[config.mk]
export PLATFORM = sky130hd
export DESIGN_NAME = machine_cycle_phase_sequencer
export DESIGN_NICKNAME = d
export VERILOG_FILES = /design/src/cycle_seq_pkg.sv /design/src/machine_cycle_phase_sequencer.sv
export SDC_FILE = /design/constraint.sdc
export NUM_CORES = 1
export LEC_CHECK = 0
export BUFFER_PORTS_ARGS = -buffer_cell sky130_fd_sc_hd__clkbuf_2
export CORE_MARGIN = 1.5
export CORE_UTILIZATION = 40
export CTS_BUF_LIST = sky130_fd_sc_hd__clkbuf_4 sky130_fd_sc_hd__clkbuf_8 sky130_fd_sc_hd__clkbuf_16
export DETAILED_ROUTE_END_ITERATION = 6
export GPL_ROUTABILITY_DRIVEN = 0
export PLACE_DENSITY = 0.7
export SETUP_SLACK_MARGIN = 0.1
export SYNTH_ARGS = -nofsm -noshare
export SYNTH_HDL_FRONTEND = slang
export SYNTH_SLANG_ARGS = --single-unit
export TNS_END_PERCENT = 1
[constraint.sdc]
create_clock -name core_clk -period 4.2 [get_ports core_clk]
set_input_delay 0.21 -clock core_clk [delete_from_list [all_inputs] [get_ports core_clk]]
set_output_delay 0.21 -clock core_clk [all_outputs]
set_load 0.01 [all_outputs]
[src/cycle_seq_pkg.sv]
// Purpose: Shared constants and types for the machine cycle phase sequencer
// Assumes: 10 MHz core clock, one time period = two clock cycles
// Notes:   Bit positions of the instruction word and ring layout live here
package cycle_seq_pkg;

    localparam int WORD_W           = 16;
    localparam int OPCODE_W         = 6;
    localparam int OPCODE_HI        = 15;
    localparam int OPCODE_LO        = 10;
    localparam int OPERAND_HI       = 9;
    localparam int OPERAND_LO       = 0;
    localparam int INDIRECT_BIT     = 15;
    localparam int FULL_ADDR_W      = 15;
    localparam int PAGE_OFS_W       = 10;
    localparam int LAST_PERIOD      = 7;
    localparam int SEVENTH_PERIOD   = 6;

    // Ring with stage k spanning periods k and k+1; stage 7 spans 7 and 0
    localparam logic [7:0] RING_RESTART   = 8'hc0;
    localparam logic [7:0] RING_CLEAR     = 8'h00;
    localparam logic [OPCODE_W-1:0] OPCODE_RST = 6'h00;
    localparam logic [WORD_W-1:0]   WORD_RST   = 16'h0000;

    typedef enum logic [2:0] {
        PH_FETCH,
        PH_INDIRECT,
        PH_EXECUTE,
        PH_INTERRUPT,
        PH_DMA
    } phase_e;

    // Time-period outputs bundled for the consumers
    typedef struct packed {
        logic [7:0] period;       // Single 200 ns periods
        logic [7:0] double_pair;  // 400 ns pulses, index k = periods k,k+1
        logic       late_strobe;  // Last half of final period
    } timing_s;

    // Requests from the instruction decoder during the current cycle
    typedef struct packed {
        logic mem_ref;            // Memory-reference instruction
        logic multi_phase;        // Needs an execute cycle
        logic read_req;           // Core read wanted this cycle
        logic write_req;          // Core write wanted this cycle
    } decode_s;

endpackage : cycle_seq_pkg

[src/machine_cycle_phase_sequencer.sv]
// Purpose: Time-period ring, phase generator and instruction word holding
// Assumes: Panel and decoder inputs are on core_clk; link pins are synced
// Notes:   Two interleaved enables, one ring step every two cycles, are the phases
`timescale 1ns/1ps

// Contract
// RULE1: Eight 200 ns periods in order, each rising as previous falls, wrapping.
// RULE2: Double-length 400 ns pulses across each consecutive pair of periods.
// RULE3: Late strobe only in final quarter of the eighth period; code asserts it for the whole last half.
// RULE4: Ring of eight stages, exactly two adjacent set in steady operation.
// RULE5: Once per cycle the set pair spans wrap stage and first pair stage.
// RULE6: Alternate phases clear trailing stage and set stage ahead of leader.
// RULE7: Random power-up state corrected within one cycle, output starting at seventh.
// RULE8: Seventh period output stays asserted when the arithmetic option is absent.
// RULE9: Write level stays asserted when neither parity nor protect option present.
// RULE10: Core read and write pulses come from plain combinational gating.
// RULE11: Six-bit opcode register captures word bits 15 to 10 and holds them.
// RULE12: Bits 9 to 0 go straight from transfer register to decoder.
// RULE13: Operand read overwrites transfer word; held opcode steers the rest.
// RULE14: Fetch routes program counter over R bus unchanged into address register.
// RULE15: Exactly one of the phases asserted for each 1.6 us machine cycle.
// RULE16: Every instruction starts with a fetch cycle; some finish there.
// RULE17: Indirect phase entered only for memory-reference words with bit 15 set.
// RULE18: Direct uses bits 9..0 within page; indirect word gives 15-bit address.
// RULE19: Indirect repeats while fetched word bit 15 set, then one final cycle.
// RULE20: Indirect follows only fetch or another indirect.
// RULE21: Execute follows only fetch or indirect.
// RULE22: Instruction ends with fetch if single-phase, else with execute.
// RULE23: Interrupt phase may be inserted between any two phases.
// RULE24: A fifth phase is reserved for direct memory access.
// RULE25: Phase changes only at the end of the eighth period.
module machine_cycle_phase_sequencer #(
    parameter bit EAU_PRESENT     = 1'b0, // Extended arithmetic option fitted
    parameter bit PARITY_PRESENT  = 1'b0, // Parity error option fitted
    parameter bit PROTECT_PRESENT = 1'b0  // Memory protect option fitted
) (
    input  wire logic                     core_clk,       // 10 MHz clock
    input  wire logic                     sys_rst,        // Async reset, high
    input  wire logic                     ring_scramble,  // Test: load random ring
    input  wire logic [7:0]               ring_seed,      // Test: ring image
    input  wire logic                     run,            // Panel run enable
    input  wire logic                     panel_read,     // Panel memory display
    input  wire logic                     panel_write,    // Panel memory deposit
    input  wire cycle_seq_pkg::decode_s   decode,         // Decoder requests
    input  wire logic                     int_req_pin,    // Interrupt request pin
    input  wire logic                     dma_req_pin,    // DMA cycle request pin
    input  wire logic                     eau_write_en,   // Option write-level gate
    input  wire logic [15:0]              mem_word,       // Word read from core
    input  wire logic                     mem_word_vld,   // Word read strobe
    input  wire logic [14:0]              pc_value,       // Program counter
    output cycle_seq_pkg::timing_s        timing,         // Period pulses
    output logic                          clock_phase_a,  // Phase A enable
    output logic                          clock_phase_b,  // Phase B enable
    output logic                          seventh_time_period, // Period 6 pulse
    output logic                          late_cycle_strobe,   // Late T7 strobe
    output logic                          memory_write_level,  // Write level
    output logic                          mem_read_pulse, // Core read control
    output logic                          mem_write_pulse,// Core write control
    output logic                          ring_stage_wrap,     // Stage 7/0 set
    output logic                          ring_stage_first_pair, // Stage 0/1 set
    output logic                          first_double_period_pulse, // T0+T1
    output logic [3:0]                    phase_onehot,   // Fetch/ind/exe/int
    output logic                          phase_dma,      // Reserved DMA phase
    output logic [5:0]                    opcode,         // Held opcode bits
    output logic [9:0]                    operand_field,  // Direct decoder bits
    output logic [15:0]                   transfer_word,  // Transfer register
    output logic [14:0]                   addr_out,       // Memory address reg
    output logic                          instr_done      // Instruction complete
);

    logic [1:0] div_r;          // Divide-by-four of core_clk
    logic [7:0] ring_r;         // Eight latch stages
    logic [7:0] ring_nxt;
    logic [7:0] period;
    logic       pair_ok;
    logic       int_meta_r, int_sync_r, dma_meta_r, dma_sync_r;
    cycle_seq_pkg::phase_e phase_r, phase_nxt;
    logic [5:0]  opcode_r;
    logic [15:0] tword_r;
    logic [14:0] maddr_r;
    logic        cycle_end;
    logic        in_chain_r;    // Indirect chain still carries bit 15

    // Stage count in a ring image
    function automatic logic [3:0] ones8(input logic [7:0] v);
        logic [3:0] n;
        n = 4'h0;
        for (int i = 0; i < 8; i++) begin
            n = n + {3'b000, v[i]};
        end
        return n;
    endfunction : ones8

    // Two set stages that are neighbours, including across the wrap
    function automatic logic adjacent_pair(input logic [7:0] v);
        logic ok;
        ok = 1'b0;
        for (int i = 0; i < 8; i++) begin
            if (v[i] && v[(i + 1) % 8]) begin
                ok = 1'b1;
            end
        end
        return ok && (ones8(v) == 4'h2);
    endfunction : adjacent_pair

    // Divider; reset at all ones so the restart pair gets a full period 6
    always_ff @(posedge core_clk or posedge sys_rst) begin
        if (sys_rst) begin
            div_r <= '1;
        end else begin
            div_r <= div_r + 2'h1;
        end
    end
    assign clock_phase_a = div_r[0] & div_r[1];   // RULE6
    assign clock_phase_b = div_r[0] & ~div_r[1];  // RULE6

    // Leap-frog advance; phase A steps even stages, phase B odd stages
    always_comb begin
        ring_nxt = ring_r;
        pair_ok  = adjacent_pair(ring_r);
        for (int k = 0; k < 8; k++) begin
            if ((k % 2 == 0) ? clock_phase_a : clock_phase_b) begin
                // Stage k sets when the pair sits just behind it, clears when it trails
                ring_nxt[k] = (ring_r[(k + 7) % 8] & ring_r[(k + 6) % 8]) |
                              (ring_r[k] & ~ring_r[(k + 1) % 8]);     // RULE6
            end
        end
        // Correction gating: any bad image restarts at the stage 5 and 6 pair, giving period 6
        if (!pair_ok) begin
            ring_nxt = cycle_seq_pkg::RING_RESTART >> 1;  // RULE7
        end
    end

    // Ring stages; a scramble load models the random power-up state
    always_ff @(posedge core_clk or posedge sys_rst) begin
        if (sys_rst) begin
            ring_r <= cycle_seq_pkg::RING_CLEAR;
        end else if (ring_scramble) begin
            ring_r <= ring_seed;                           // RULE7
        end else begin
            ring_r <= ring_nxt;                            // RULE4
        end
    end

    // Period k is where stages k-1 and k overlap: stage k-1 = k-1..k
    generate
        for (genvar k = 0; k < 8; k++) begin : g_period
            assign period[k] = ring_r[(k + 7) % 8] & ring_r[k] & pair_ok; // RULE1
            assign timing.double_pair[k] = period[k] | period[(k + 1) % 8]; // RULE2
        end
    endgenerate
    assign timing.period = period;

    // Late strobe spans the whole last core cycle of period 7, its second half
    assign timing.late_strobe = period[cycle_seq_pkg::LAST_PERIOD] & div_r[0]; // RULE3
    assign late_cycle_strobe  = timing.late_strobe;                            // RULE3
    assign cycle_end = period[cycle_seq_pkg::LAST_PERIOD] & div_r[0];

    assign ring_stage_wrap           = ring_r[7];                   // RULE5
    assign ring_stage_first_pair     = ring_r[0];                   // RULE5
    assign first_double_period_pulse = timing.double_pair[0];       // RULE2

    // Option pull-downs missing means the line floats true
    assign seventh_time_period = EAU_PRESENT ? period[cycle_seq_pkg::SEVENTH_PERIOD]
                                             : 1'b1;                // RULE8
    assign memory_write_level  = (PARITY_PRESENT || PROTECT_PRESENT) ? eau_write_en
                                             : 1'b1;                // RULE9

    // Core timing gates: read early in the cycle, write late
    assign mem_read_pulse  = (period[1] | period[2]) &
                             (panel_read | (run & decode.read_req));    // RULE10
    assign mem_write_pulse = (period[5] | period[6]) & memory_write_level &
                             (panel_write | (run & decode.write_req));  // RULE10

    // Request pins come from outside and are synchronised first
    always_ff @(posedge core_clk or posedge sys_rst) begin
        if (sys_rst) begin
            int_meta_r <= 1'b0;
            int_sync_r <= 1'b0;
            dma_meta_r <= 1'b0;
            dma_sync_r <= 1'b0;
        end else begin
            int_meta_r <= int_req_pin;
            int_sync_r <= int_meta_r;
            dma_meta_r <= dma_req_pin;
            dma_sync_r <= dma_meta_r;
        end
    end

    // Next phase choice, applied only at the close of the cycle
    always_comb begin
        phase_nxt = cycle_seq_pkg::PH_FETCH;
        unique case (phase_r)
            cycle_seq_pkg::PH_FETCH: begin
                if (decode.mem_ref && tword_r[cycle_seq_pkg::INDIRECT_BIT]) begin
                    phase_nxt = cycle_seq_pkg::PH_INDIRECT;  // RULE17
                end else if (decode.multi_phase) begin
                    phase_nxt = cycle_seq_pkg::PH_EXECUTE;   // RULE21
                end else begin
                    phase_nxt = cycle_seq_pkg::PH_FETCH;     // RULE22
                end
            end
            cycle_seq_pkg::PH_INDIRECT: begin
                // Chain continues while the address word carries bit 15
                if (in_chain_r) begin
                    phase_nxt = cycle_seq_pkg::PH_INDIRECT;  // RULE19 RULE20
                end else begin
                    phase_nxt = cycle_seq_pkg::PH_EXECUTE;   // RULE21
                end
            end
            cycle_seq_pkg::PH_EXECUTE:   phase_nxt = cycle_seq_pkg::PH_FETCH; // RULE22
            cycle_seq_pkg::PH_INTERRUPT: phase_nxt = cycle_seq_pkg::PH_FETCH; // RULE23
            cycle_seq_pkg::PH_DMA:       phase_nxt = cycle_seq_pkg::PH_FETCH; // RULE24
            default:                     phase_nxt = cycle_seq_pkg::PH_FETCH;
        endcase
        // Interrupt slips in at a phase boundary; DMA outranks it
        if (dma_sync_r) begin
            phase_nxt = cycle_seq_pkg::PH_DMA;               // RULE24
        end else if (int_sync_r && phase_r != cycle_seq_pkg::PH_INTERRUPT) begin
            phase_nxt = cycle_seq_pkg::PH_INTERRUPT;         // RULE23
        end
    end

    // Phase register; a held phase resumes in fetch after an insertion
    always_ff @(posedge core_clk or posedge sys_rst) begin
        if (sys_rst) begin
            phase_r <= cycle_seq_pkg::PH_FETCH;              // RULE16
        end else if (cycle_end && run) begin
            phase_r <= phase_nxt;                            // RULE25
        end
    end

    // One-hot phase lamps, none asserted in the DMA phase
    assign phase_onehot = {phase_r == cycle_seq_pkg::PH_INTERRUPT,
                           phase_r == cycle_seq_pkg::PH_EXECUTE,
                           phase_r == cycle_seq_pkg::PH_INDIRECT,
                           phase_r == cycle_seq_pkg::PH_FETCH};    // RULE15
    assign phase_dma    = (phase_r == cycle_seq_pkg::PH_DMA);      // RULE24
    assign instr_done   = cycle_end && run &&
                          phase_nxt == cycle_seq_pkg::PH_FETCH &&
                          (phase_r == cycle_seq_pkg::PH_EXECUTE ||
                           phase_r == cycle_seq_pkg::PH_FETCH);     // RULE22

    // Transfer register takes every word read; operands overwrite the instruction
    always_ff @(posedge core_clk or posedge sys_rst) begin
        if (sys_rst) begin
            tword_r <= cycle_seq_pkg::WORD_RST;
        end else if (mem_word_vld) begin
            tword_r <= mem_word;                             // RULE13
        end
    end

    // Opcode held only from instruction words read in fetch
    always_ff @(posedge core_clk or posedge sys_rst) begin
        if (sys_rst) begin
            opcode_r <= cycle_seq_pkg::OPCODE_RST;
        end else if (mem_word_vld && phase_r == cycle_seq_pkg::PH_FETCH) begin
            opcode_r <= mem_word[cycle_seq_pkg::OPCODE_HI:cycle_seq_pkg::OPCODE_LO]; // RULE11
        end
    end

    // Chain goes on while the word used as address had bit 15; operand read ends it
    always_ff @(posedge core_clk or posedge sys_rst) begin
        if (sys_rst) begin
            in_chain_r <= 1'b0;
        end else if (mem_word_vld && phase_r == cycle_seq_pkg::PH_INDIRECT) begin
            in_chain_r <= tword_r[cycle_seq_pkg::INDIRECT_BIT];   // RULE19
        end else if (mem_word_vld && phase_r == cycle_seq_pkg::PH_FETCH) begin
            in_chain_r <= 1'b1;
        end
    end

    // Address register: PC passed unchanged in fetch, page or full address after
    always_ff @(posedge core_clk or posedge sys_rst) begin
        if (sys_rst) begin
            maddr_r <= '0;
        end else if (period[0]) begin
            unique case (phase_r)
                cycle_seq_pkg::PH_FETCH:
                    maddr_r <= pc_value;                                   // RULE14
                cycle_seq_pkg::PH_INDIRECT:
                    maddr_r <= tword_r[cycle_seq_pkg::FULL_ADDR_W-1:0];    // RULE18
                cycle_seq_pkg::PH_EXECUTE:
                    maddr_r <= {pc_value[14:cycle_seq_pkg::PAGE_OFS_W],
                                tword_r[cycle_seq_pkg::OPERAND_HI:
                                        cycle_seq_pkg::OPERAND_LO]};       // RULE18
                default:
                    maddr_r <= maddr_r;
            endcase
        end
    end

    assign opcode        = opcode_r;                                       // RULE13
    assign operand_field = tword_r[cycle_seq_pkg::OPERAND_HI:
                                   cycle_seq_pkg::OPERAND_LO];             // RULE12
    assign transfer_word = tword_r;
    assign addr_out      = maddr_r;

endmodule : machine_cycle_phase_sequencer

==> impl_results.md <==
* Outcome: finished, final reports clean
* Max-slew violations at 0
* Most frequent cell after synthesis: dfrtp_1
* TritonCTS clock tree: yes
* Largest fanout on the critical path at 9
* Drt first-iter violations at 133
* Residual DRC at 0
* Fin. Hold Viols at 0
* First-pass DRT Iterations at 6
* Placed cells at 481
* Worst setup endpoint: mem_write_pulse
* Warnings, synthesis at 0
* R2r startpoint: ring_r[0]
* Critical Path Start Type: register
* Width of the die at 90.0 um
* Post-synth EDFFs at 0
* Antenna Nets Post-Route at 0
* Worst R2R Path Depth at 12
* Die Height at 90.0 um
* Wire length per cell at 15.3 um
* Crit. End Element: primary output
* Worst path arrival time at 3.98 ns
* Max-Cap Viols at 0
* Async set-or-reset flop fraction in the synthesized netlist at 1.00
* HPWL reported at the end of detailed placement at 5500 um
* Layout area overhead at 30.2%
* Synth cell count leaders: 53 x dfrtp_1, 44 x mux2_2, 19 x nand2_1, 17 x inv_1, 15 x o21ai_0
* Core area at 7290 um^2
* # clock sinks at 55
* Io pins at 133
* Global Route Usage Sum at 0.185
* Cell type with the largest total area after synthesis: dfrtp_1
* Mapped Area at 3030 um^2
* Tcrit/Tclk final at 0.997
* Net count, final at 457
* Cell row count at 31
* Initial core utilization at 0.415
* CP peak stage delay at 0.56 ns
* Clock Latency Late Sink at 0.31 ns
* Main area contributors after synthesis: dfrtp_1 44%, mux2_2 16%, mux2_4 5.0%
* Ant diodes at 0
* CP Class: reg2out
* Final setup vio count at 0
* VDD IR max at 0.000269 V
* Setup ws final at 0.0129 ns
* CTS root buffer: clkbuf_8
* R2r setup slk at 0.21 ns
* Total CTS buffers at 5
* Post-DR vias/cell at 5.09
* Post-route cell area at 3940 um^2
* Crit path time final at 4.19 ns
* WHS at 0.0131 ns
* Die area at 8100 um^2
* Pwr per Cell Area at 589 nW/um^2
* R2R Path End: addr_out[9]
* Synth Register Bits at 55
* Synth top area share at 0.438
* Antenna violations before repair at 0
* Total wire length at 7540 um
* Static leakage at 1.95 nW
* Reg clk slew, reported paths at 0.09 ns
* Global-route wire length before repair at 12300 um
* Largest net degree at the start of global routing at 43
* Core Util, Final at 0.541
* WP data required at 3.99 ns
* Overflow after GRT at 0
* H-Tree Depth at 2
* Least-Margin Pin Slew at 0.675 ns
* Sequential fraction of the synthesis area at 0.455
* Vias in the first global route at 2502
* RSZ-0062 raised after global routing: yes
* Cell mode on critical path: fa_1
* Syn_area_per_cell at 11.3 um^2
* Slew HR at 0.548
* Post-synth top flop: dfrtp_1
* DP Area at 3720 um^2
* CP max-delay cell: fa_1
* Vias at 2507
* Clock Skew at 0.0165 ns
* Distinct cell type count after synthesis at 47
* Port bufs at 129
* Post-route non-filler standard cell count at 493
* Fillers at 683
* Bufs on Longest Clock Path at 2
* Setup crit start: ring_r[0]
* Worst hold-check path type: in2reg
* Max Fclk at 0.239 GHz
* Post-Syn Instances at 268
* Layout cells sized above 1 at 0.574
* Cell Chain, Critical Path: inv_1 -> fa_1 -> fa_1 -> fa_1 -> inv_1 -> ha_2 -> fa_2 -> or3b_4 -> nand2b_4 -> buf_6 -> nor3_1 -> buf_2
* Pre-CTS setup slack at 0.207 ns
flip-flops by register name (all words and copies together) (netlist names):
name and cells:
addr_out 15, opcode 6, phase_r 3, ring_r 8
dma_sync_r 1, div_r 2, int_sync_r 1, dma_meta_r 1
in_chain_r 1, int_meta_r 1, transfer_word 16
critical path, delay by kind of cell (launching register included):
kind	cells	cell delay (ns)
flops	1	0.36
fa+ha+maj	5	2.17
buf+inv	4	0.43
simple gates	3	0.72
worst min path at each step:
| stage | from | cells after the start | slack [ns] | end |
|---|---|---|---|---|
| after floorplan | dma_req_pin | 0 | 0.24 | dma_meta_r |
| after global placement | sys_rst | 2 | 0.16 | transfer_word[0] |
| after detailed placement | sys_rst | 2 | 0.16 | transfer_word[0] |
| after CTS | dma_req_pin | 1 | 0.005 | dma_meta_r |
| after global routing | dma_req_pin | 1 | 0.008 | dma_meta_r |
| final | dma_req_pin | 1 | 0.01 | dma_meta_r |
repair_timing:
item                       4_1_cts  5_1_grt
pin swaps                        1        2
gates cloned                     1        0
hold endpoints to repair        13        0
hold buffers                     2        0
setup endpoints to repair       20       36
buffers inserted                 1        0
gates resized for setup          9       33
cell type report:
type | instances | area, um^2 | share of cell area
multi-input cells | 172 | 1510 | 0.383
flip-flops and latches | 55 | 1380 | 0.350
repair buffers | 141 | 761 | 0.193
well taps | 99 | 124 | 0.0314
clock buffers | 6 | 82.6 | 0.0209
inverters | 18 | 67.6 | 0.0171
clock inverters | 2 | 18.8 | 0.00476
where the power goes:
group	leakage, nW	switching (mW)	internal [mW]
Sequential	0.667	0.120	0.664
Combinational	1.24	0.616	0.599
Clock	0.0493	0.183	0.138
Total	1.95	0.920	1.40
metrics by stage:
step	power (mW)	setup TNS [ns]
after floorplan	1.51	0
after global placement	1.82	0
after detailed placement	1.86	0
after CTS	2.27	0
after global routing	2.48	-1.34
final	2.32	0
cells in the final DEF (no fill, tap or decap), drive strengths merged, types with 2 or more instances in the layout:
cell,instances
a211oi,2
inv,19
nor2,13
nor4,2
o21ai,15
dlygate4sd3,2
fa,4
dfrtp,53
nor3,13
buf,25
a32oi,4
ha,7
o22a,2
mux2,54
clkbuf,120
nor2b,2
a311oi,2
nand2,19
nand2b,2
and3,2
nor3b,2
conb,2
dfstp,2
a21oi,9
cells by family after synthesis:
family,count (synthesis),share of synthesized area
and+or+nand+nor,64,0.112
DFF,55,0.455
muxes,54,0.213
buffers and inverters,42,0.0764
AOI/OAI and AO/OA,40,0.0839
adders and majority gates,11,0.0553
other,1,0.00124
xor gates and xnor gates,1,0.00289
layer usage:
metal	GRT usage	vias to the layer above	wire [um]
met5	0	-	0
met3	0.0355	6	383
met4	0.0437	0	66
met2	0.304	94	3740
li1	-	1176	-
met1	0.253	1231	3350
(Power assumes the default switching activity.)
